<file path="src/core/irq_prio_pkg.sv">
// constants and carrier types for the extended interrupt enable and priority block
package irq_prio_pkg;

    // ********************************
    // special-function register map
    // ********************************
    localparam logic [7:0] ADDR_FIRST_GROUP_PRIORITY_HIGH = 8'h85;
    localparam logic [7:0] ADDR_SECOND_GROUP_PRIORITY_HIGH = 8'h86;
    localparam logic [7:0] ADDR_SECOND_GROUP_ENABLE = 8'haf;
    localparam logic [7:0] ADDR_SECOND_GROUP_PRIORITY_LOW = 8'hbf;
    localparam logic [7:0] ADDR_FIRST_GROUP_PRIORITY_LOW = 8'hf6;
    localparam logic [7:0] REG_RESET = 8'h00;
    localparam logic [7:0] READ_UNMAPPED = 8'h00;

    // ********************************
    // field positions
    // ********************************
    // first group: bit 6 is reserved
    localparam int BIT_TIMER3 = 7;
    localparam int BIT_COMPARATOR = 5;
    localparam int BIT_COUNTER_ARRAY = 4;
    localparam int BIT_CONVERSION_DONE = 3;
    localparam int BIT_WINDOW_COMPARE = 2;
    localparam int BIT_PORT_MATCH = 1;
    localparam int BIT_SERIAL_BUS_A = 0;
    // second group: bits 7:4 reserved
    localparam int BIT_TEMP_SENSOR = 3;
    localparam int BIT_TIMER5 = 2;
    localparam int BIT_TIMER4 = 1;
    localparam int BIT_SERIAL_BUS_B = 0;

    // ********************************
    // source numbering, lowest wins a tie
    // ********************************
    localparam int NUM_SOURCES = 11;
    localparam int NUM_LEVELS = 4;
    localparam logic [3:0] SRC_SERIAL_BUS_A = 4'h0;
    localparam logic [3:0] SRC_PORT_MATCH = 4'h1;
    localparam logic [3:0] SRC_WINDOW_COMPARE = 4'h2;
    localparam logic [3:0] SRC_CONVERSION_DONE = 4'h3;
    localparam logic [3:0] SRC_COUNTER_ARRAY = 4'h4;
    localparam logic [3:0] SRC_COMPARATOR = 4'h5;
    localparam logic [3:0] SRC_TIMER3 = 4'h6;
    localparam logic [3:0] SRC_SERIAL_BUS_B = 4'h7;
    localparam logic [3:0] SRC_TIMER4 = 4'h8;
    localparam logic [3:0] SRC_TIMER5 = 4'h9;
    localparam logic [3:0] SRC_TEMP_SENSOR = 4'ha;

    // ********************************
    // carriers
    // ********************************
    typedef struct packed {
        logic timer3;
        logic comparator;
        logic counter_array;
        logic conversion_done;
        logic window_compare;
        logic port_match;
        logic serial_bus_a;
    } first_group_req_t;

    typedef struct packed {
        logic temp_sensor;
        logic timer5_low_overflow_flag;
        logic timer5_high_overflow_flag;
        logic timer4_low_overflow_flag;
        logic timer4_high_overflow_flag;
        logic serial_bus_b;
    } second_group_req_t;

    typedef struct packed {
        logic valid;
        logic [3:0] source;
        logic [1:0] level;
    } irq_req_t;

    typedef struct packed {
        logic wr;
        logic rd;
        logic [7:0] addr;
        logic [7:0] wdata;
    } sfr_access_t;

endpackage

</file>
<file path="src/core/extended_irq_enable_priority.sv">
// extended interrupt enable, four-level priority registers and request arbiter
//
// Summary of operation
// - timer5 enable bit 2 of the second enable register passes either timer5 flag, else masks.
// - timer4 enable bit 1 of the second enable register passes either timer4 flag, else masks.
// - serial bus b enable bit 0 of the second enable register passes or masks its requests.
// - temperature sensor enable bit 3 of the second enable register passes or masks it.
// - first high priority register holds the level MSB of the seven first-group sources.
// - second low priority register holds the level LSB of the four second-group sources.
// - second high priority register holds the level MSB of the four second-group sources.
// - every register decodes at its fixed address regardless of the selected page.
// - first low priority register holds the level LSB of the first-group sources, same bits.
module extended_irq_enable_priority
    import irq_prio_pkg::*;
(
    input wire logic i_ref_clk,                       // system clock, 125 MHz
    input wire logic i_sys_rst,                       // synchronous reset, active high
    input wire sfr_access_t i_sfr,                    // register access from the core
    input wire logic [7:0] i_first_group_enable,      // first-group enables, held elsewhere
    input wire first_group_req_t i_first_group_req,   // first-group pending requests
    input wire second_group_req_t i_second_group_req, // second-group pending flags
    output logic [7:0] o_sfr_rdata,                   // read data, one cycle after read
    output logic o_sfr_hit,                           // read addressed a register here
    output irq_req_t o_irq                            // winning request to the core
);

    // ********************************
    // registers
    // ********************************
    logic [7:0] first_group_priority_high;
    logic [7:0] first_group_priority_low;
    logic [7:0] second_group_enable;
    logic [7:0] second_group_priority_low;
    logic [7:0] second_group_priority_high;

    // no page input at all: the decode cannot depend on it
    wire sel_fph = (i_sfr.addr == ADDR_FIRST_GROUP_PRIORITY_HIGH);
    wire sel_fpl = (i_sfr.addr == ADDR_FIRST_GROUP_PRIORITY_LOW);
    wire sel_sen = (i_sfr.addr == ADDR_SECOND_GROUP_ENABLE);
    wire sel_spl = (i_sfr.addr == ADDR_SECOND_GROUP_PRIORITY_LOW);
    wire sel_sph = (i_sfr.addr == ADDR_SECOND_GROUP_PRIORITY_HIGH);
    wire any_sel = sel_fph | sel_fpl | sel_sen | sel_spl | sel_sph;

    // one write strobe per register keeps each storage process short
    wire wr_fph = i_sfr.wr & sel_fph;
    wire wr_fpl = i_sfr.wr & sel_fpl;
    wire wr_sen = i_sfr.wr & sel_sen;
    wire wr_spl = i_sfr.wr & sel_spl;
    wire wr_sph = i_sfr.wr & sel_sph;

    // reserved bits are stored as written; hardware ignores them, so a
    // nonzero write there is harmless but reads back
    always_ff @(posedge i_ref_clk) begin
        if (i_sys_rst) begin
            first_group_priority_high <= REG_RESET;
        end else if (wr_fph) begin
            first_group_priority_high <= i_sfr.wdata;
        end
    end

    always_ff @(posedge i_ref_clk) begin
        if (i_sys_rst) begin
            first_group_priority_low <= REG_RESET;
        end else if (wr_fpl) begin
            first_group_priority_low <= i_sfr.wdata;
        end
    end

    always_ff @(posedge i_ref_clk) begin
        if (i_sys_rst) begin
            second_group_enable <= REG_RESET;
        end else if (wr_sen) begin
            second_group_enable <= i_sfr.wdata;
        end
    end

    always_ff @(posedge i_ref_clk) begin
        if (i_sys_rst) begin
            second_group_priority_low <= REG_RESET;
        end else if (wr_spl) begin
            second_group_priority_low <= i_sfr.wdata;
        end
    end

    always_ff @(posedge i_ref_clk) begin
        if (i_sys_rst) begin
            second_group_priority_high <= REG_RESET;
        end else if (wr_sph) begin
            second_group_priority_high <= i_sfr.wdata;
        end
    end

    // ********************************
    // read path
    // ********************************
    wire [7:0] next_sfr_rdata = sel_fph ? first_group_priority_high :
                                sel_fpl ? first_group_priority_low :
                                sel_sen ? second_group_enable :
                                sel_spl ? second_group_priority_low :
                                sel_sph ? second_group_priority_high : READ_UNMAPPED;

    always_ff @(posedge i_ref_clk) begin
        if (i_sys_rst) begin
            o_sfr_rdata <= READ_UNMAPPED;
        end else begin
            o_sfr_rdata <= i_sfr.rd ? next_sfr_rdata : READ_UNMAPPED;
        end
    end

    // hit tells the core that a mapped register answered, since zero is
    // also a legal register value
    always_ff @(posedge i_ref_clk) begin
        if (i_sys_rst) begin
            o_sfr_hit <= 1'b0;
        end else begin
            o_sfr_hit <= i_sfr.rd & any_sel;
        end
    end

    // ********************************
    // masking
    // ********************************
    wire [7:0] first_req_bits = {i_first_group_req.timer3, 1'b0,
                                 i_first_group_req.comparator,
                                 i_first_group_req.counter_array,
                                 i_first_group_req.conversion_done,
                                 i_first_group_req.window_compare,
                                 i_first_group_req.port_match,
                                 i_first_group_req.serial_bus_a};
    wire [7:0] first_pend = first_req_bits & i_first_group_enable;

    wire timer5_req = i_second_group_req.timer5_low_overflow_flag
                    | i_second_group_req.timer5_high_overflow_flag;
    wire timer4_req = i_second_group_req.timer4_low_overflow_flag
                    | i_second_group_req.timer4_high_overflow_flag;
    wire timer5_pend = timer5_req & second_group_enable[BIT_TIMER5];
    wire timer4_pend = timer4_req & second_group_enable[BIT_TIMER4];
    wire serial_b_pend = i_second_group_req.serial_bus_b
                       & second_group_enable[BIT_SERIAL_BUS_B];
    wire temp_pend = i_second_group_req.temp_sensor
                   & second_group_enable[BIT_TEMP_SENSOR];
    wire [3:0] second_pend = {temp_pend, timer5_pend, timer4_pend, serial_b_pend};

    // ********************************
    // arbitration
    // ********************************
    // reserved bit 6 and bits 7:4 are never looked at, so stray writes there
    // cannot raise a phantom source
    function automatic logic [NUM_SOURCES-1:0] flatten(input logic [7:0] first,
                                                       input logic [7:0] second);
        flatten = {second[BIT_TEMP_SENSOR], second[BIT_TIMER5], second[BIT_TIMER4],
                   second[BIT_SERIAL_BUS_B], first[BIT_TIMER3], first[BIT_COMPARATOR],
                   first[BIT_COUNTER_ARRAY], first[BIT_CONVERSION_DONE],
                   first[BIT_WINDOW_COMPARE], first[BIT_PORT_MATCH],
                   first[BIT_SERIAL_BUS_A]};
    endfunction

    wire [NUM_SOURCES-1:0] pend_vec = flatten(first_pend, {4'h0, second_pend});
    wire [NUM_SOURCES-1:0] msb_vec = flatten(first_group_priority_high,
                                             second_group_priority_high);
    wire [NUM_SOURCES-1:0] lsb_vec = flatten(first_group_priority_low,
                                             second_group_priority_low);

    // ********************************
    // per-source level
    // ********************************
    localparam int LEVEL_BITS = 2;
    localparam int SOURCE_BITS = 4;

    // msb and lsb side by side give each source its level
    wire [LEVEL_BITS-1:0] src_level [NUM_SOURCES];

    for (genvar s = 0; s < NUM_SOURCES; s++) begin : g_level
        assign src_level[s] = {msb_vec[s], lsb_vec[s]};
    end

    // ********************************
    // level select
    // ********************************
    // one pending vector per level; a pending source shows up in exactly one of them
    wire [NUM_SOURCES-1:0] pend_at_level [NUM_LEVELS];
    wire [NUM_LEVELS-1:0] level_busy;
    wire [SOURCE_BITS-1:0] level_winner [NUM_LEVELS];

    // lowest set position, so the lowest source number wins a tie
    function automatic logic [SOURCE_BITS-1:0] lowest_index(
        input logic [NUM_SOURCES-1:0] v);
        logic [SOURCE_BITS-1:0] idx;
        idx = '0;
        for (int i = NUM_SOURCES - 1; i >= 0; i--) begin
            if (v[i]) begin
                idx = SOURCE_BITS'(i);
            end
        end
        return idx;
    endfunction

    // highest busy level; zero when nothing is pending, valid tells them apart
    function automatic logic [LEVEL_BITS-1:0] highest_level(
        input logic [NUM_LEVELS-1:0] busy);
        logic [LEVEL_BITS-1:0] lvl;
        lvl = '0;
        for (int l = 0; l < NUM_LEVELS; l++) begin
            if (busy[l]) begin
                lvl = LEVEL_BITS'(l);
            end
        end
        return lvl;
    endfunction

    for (genvar lv = 0; lv < NUM_LEVELS; lv++) begin : g_arb
        for (genvar s = 0; s < NUM_SOURCES; s++) begin : g_match
            assign pend_at_level[lv][s] = pend_vec[s] & (src_level[s] == LEVEL_BITS'(lv));
        end
        assign level_busy[lv] = |pend_at_level[lv];
        assign level_winner[lv] = lowest_index(pend_at_level[lv]);
    end

    wire [LEVEL_BITS-1:0] top_level = highest_level(level_busy);
    wire irq_req_t next_irq = {|level_busy, level_winner[top_level], top_level};

    always_ff @(posedge i_ref_clk) begin
        if (i_sys_rst) begin
            o_irq <= '0;
        end else begin
            o_irq <= next_irq;
        end
    end

endmodule

</file>
<file path="config.mk">
export PLATFORM = sky130hd
export DESIGN_NAME = extended_irq_enable_priority
export DESIGN_NICKNAME = d
export VERILOG_FILES = /design/src/core/irq_prio_pkg.sv /design/src/core/extended_irq_enable_priority.sv
export SDC_FILE = /design/constraint.sdc
export NUM_CORES = 1
export LEC_CHECK = 0
export BUFFER_PORTS_ARGS = -buffer_cell sky130_fd_sc_hd__buf_2
export CAP_MARGIN = 10
export CORE_ASPECT_RATIO = 2
export CORE_UTILIZATION = 55
export CTS_CLUSTER_DIAMETER = 60
export CTS_CLUSTER_SIZE = 14
export DETAILED_ROUTE_END_ITERATION = 7
export HOLD_SLACK_MARGIN = 0.05
export PLACE_DENSITY = 0.77
export SLEW_MARGIN = 5
export SYNTH_ARGS = -nofsm -noshare
export SYNTH_HDL_FRONTEND = slang
export SYNTH_SLANG_ARGS = --single-unit
</file>
<file path="constraint.sdc">
create_clock -name i_ref_clk -period 3.41 [get_ports i_ref_clk]
set_clock_uncertainty 0.2 [all_clocks]
set_input_delay 0.1705 -clock i_ref_clk [delete_from_list [all_inputs] [get_ports i_ref_clk]]
set_output_delay 0.1705 -clock i_ref_clk [all_outputs]
set_load 0.005 [all_outputs]
</file>
==> impl_results.md <==
- Leak: approximately 1.3 nW
- Clock transition at path regs: ~0.10 ns
- Worst skew pair latency: a little over 0.3 ns
- Avg Cell Area, Syn: around 7.7 um2
- Wire length per cell: between 15 and 20 um
- Number of iterations in the first detailed-routing pass: 5
- Pin count of the biggest net entering global routing: 47
- Clock buffer depth: 2
- Status: finished, final reports clean
- Initial Util: 57.25%
- First-pass GRT wire length: 16,150 um
- Cell depth of the worst flop-to-flop path: 7
- Clock network power share: around a third
- Core area: 0.005468 mm2
- Slew headroom: between 40% and 50%
- Fin util: about two thirds
- Syn-to-layout area delta: 15.55%
- Fin crit period: approximately 2.5 ns
- Total CTS buffers: 5
- CP max stage cell: or4_4
- RR Endpoint: o_irq[4]
- Crit end category: flop
- Area leader, netlist: dfxtp_1
- Pwr dens: 316.0 mW/mm2
- Sw Pwr: roughly 0.00030 W
- Starting DRT DRC Count: about 190
- Worst hold path cell count: 3
- Slew Viols, Final: 0
- Final hold viol count: 0
- CP Cell Sequence: nand4_1, nand4_2, or4_4, nor4b_2, nand2_1, or2_1, o22ai_1
- EDFF count, synth: 0
- Worst vdd ir: roughly 0.43 mV
- Crit path launch type: flop
- Crit share post-route: 74.55%
- DP HPWL: approximately 7700 um
- Vias: 3,500
- Final nets: 500
- Internal power: between 0.0008 and 0.0009 W
- Asr flop ratio synth: 0%
- Die footprint: between 0.006 and 0.007 mm2
- Top FF cell, synth: dfxtp_1
- IO buf count: 55
- Yosys Warn Count: 0
- RSZ-0062 raised after global routing: false
- Setup Buffers After CTS: 0
- Cell count after placement: between 500 and 600
- Fin cells: between 500 and 600
- H-tree depth: 2
- Diode count: 0
- Worst R2R Start: first_group_priority_low[4]
- Critical path peak fanout: 9
- Io pins: between 50 and 60
- Worst Setup EP: o_irq[4]
- Die height: between 100 and 150 um
- Gpl congestion: ~0.99
- R2R Setup Slk: roughly 0.87 ns
- Antenna viol nets, final: 0
- Cell variety after synth: 56
- Routed wire length: between 10,000 and 15,000 um
- Power share of the sequential group: between 50% and 60%
- Setup crit start: first_group_priority_low[4]
- Synth top area cells: dfxtp_1 36%, a21oi_1 9.1%, nand2_1 7.6%
- Worst hold path class: in2reg
- CTS tree: done
- MaxCap Viol Count: 0
- Initial antenna violation count: 0
- Sw Share: 26.11%
- CTS root buffer: clkbuf_8
- Grt total ovfl: 0
- CP required: around 3.5 ns
- Combinational power share: a little under a tenth
- FF+latch count, synth: 56
- # rows: 38
- # DRC: 0
- Vias in the first global route: between 3,000 and 4,000
- Top cell type's share of synthesized area: between 30 and 40%
- Vias per cell: just under 7
- CP Class: reg2reg
- Fmax: slightly below 400 MHz
- Syn nets: roughly 450
- Mapped Area: around 0.0031 mm2
- Crit-path max cell delay: 0.55 ns
- Worst path arrival time: between 2 and 3 ns
- Die width: 55.35 um
- Worst-margin pin slew: roughly 0.85 ns
- Share of cells above drive strength 1: between 10% and 20%
- Sequential fraction of the synthesis area: about 36%
- Sink Count: between 50 and 60
- Final setup viols: 0
- Total negative slack: 0 ns
- Global Route Usage Sum: a little over a third
- Synth Instances: around 410
## layer usage
metal	track usage (%)	routed length, um	up-vias
met5	0	0	-
met2	64.97	5646	189
li1	-	-	1649
met3	4.626	588	53
met1	33.78	3386	1609
met4	27.86	710	0
## cell families (layout without fill, tap and decap cells)
kind of cell           Yosys count  after routing  synth area share (%)
buffers and inverters           29             84                 3.876
and+or+nand+nor                196            196                 35.17
DFF                             56             56                 35.81
AOI/OAI and AO/OA              123            123                 24.82
muxes                            1              1                0.3198
## worst min-delay path by stage
stage	to	slack, ns	start
finish	first_group_priority_high[6]	0.08	i_sfr[17]
global route	first_group_priority_low[3]	0.1	i_sfr[17]
CTS	first_group_priority_high[6]	0.07	i_sfr[17]
detailed placement	first_group_priority_high[6]	0.24	first_group_priority_high[6]
global placement	first_group_priority_high[6]	0.24	first_group_priority_high[6]
floorplan	first_group_priority_high[6]	0.12	i_sfr[6]
## critical path, delay by kind of cell, from the launching register on
family | cells | cell delay [ns]
AND/OR/NAND/NOR | 6 | 1.68
flip-flops | 1 | 0.43
AO/OA/AOI/OAI | 1 | 0.16
## per-stage QoR
stage	power [W]	hold slack (ns)	setup WS [ns]	area [um2]
detailed placement	0.0007729	0.2440	0.8955	3445
global placement	0.0007718	0.2426	0.8920	3445
floorplan	0.0007167	0.1180	1.219	3131
finish	0.001143	0.08479	0.8677	3617
global route	0.001184	0.09675	0.7366	3617
CTS	0.001146	0.06825	0.8606	3617
## layout make-up
| class | instances | area (um2) |
|---|---|---|
| Multi-Input combinational cell | 320 | 1898 |
| Clock inverter | 3 | 23.77 |
| Tap cell | 60 | 75.07 |
| Sequential cell | 56 | 1121 |
| Clock buffer | 5 | 68.82 |
| Timing Repair Buffer | 70 | 407.9 |
| Fill cell | 515 | 1851 |
| Inverter | 6 | 22.52 |
## placed cells by master (no fill, tap or decap), types with 5 or more instances in the layout
cell type       n
a221oi_1        7
nand4b_1       11
nor3_1          8
dfxtp_1        56
nand2_1        63
clkbuf_8        5
nor2_1         14
buf_2          55
dlygate4sd3_1   8
a22oi_1         7
buf_4           7
inv_1           6
a21oi_1        57
o21ai_0        17
nand4_1        11
nand3_1        47
nand2b_1        6
## synthesized netlist by cell type (all sizes together) (3+ instances only)
master and n:
nand2 63, a21oi 57, dfxtp 56, nand3 48
clkbuf 18, o21ai 17, nor2 14, nand4 13
nand4b 11, nor3 10, a221oi 7, a22oi 7
inv 6, nand2b 6, buf 5, a31oi 4
and4b 4, nor4b 4, o211ai 4, o22ai 4
o31a 4, or3 4, nor4 3, nor4bb 3
## state kept, by name, indices dropped and copies added, names as in the netlist
signal                      flops
second_group_enable             8
first_group_priority_low        8
second_group_priority_low       8
first_group_priority_high       8
o_irq                           7
o_sfr_rdata                     8
second_group_priority_high      8
o_sfr_hit                       1
## timing repair
action,in CTS,in global routing
endpoints found under the hold margin,40,0
gates resized for setup,0,0
endpoints found under the setup margin,0,0
hold buffers,8,0
## power by group through the flow
| stage | sequential (W) | clock (W) | combinational [W] |
|---|---|---|---|
| after floorplan | 0.000674 | 0 | 0.0000425 |
| after global placement | 0.000674 | 0 | 0.0000979 |
| after detailed placement | 0.000674 | 0 | 0.0000990 |
| after CTS | 0.000659 | 0.000381 | 0.000107 |
| after global routing | 0.000659 | 0.000407 | 0.000118 |
| final | 0.000659 | 0.000375 | 0.000109 |
No activity file was read; power rests on OpenSTA's default activity.
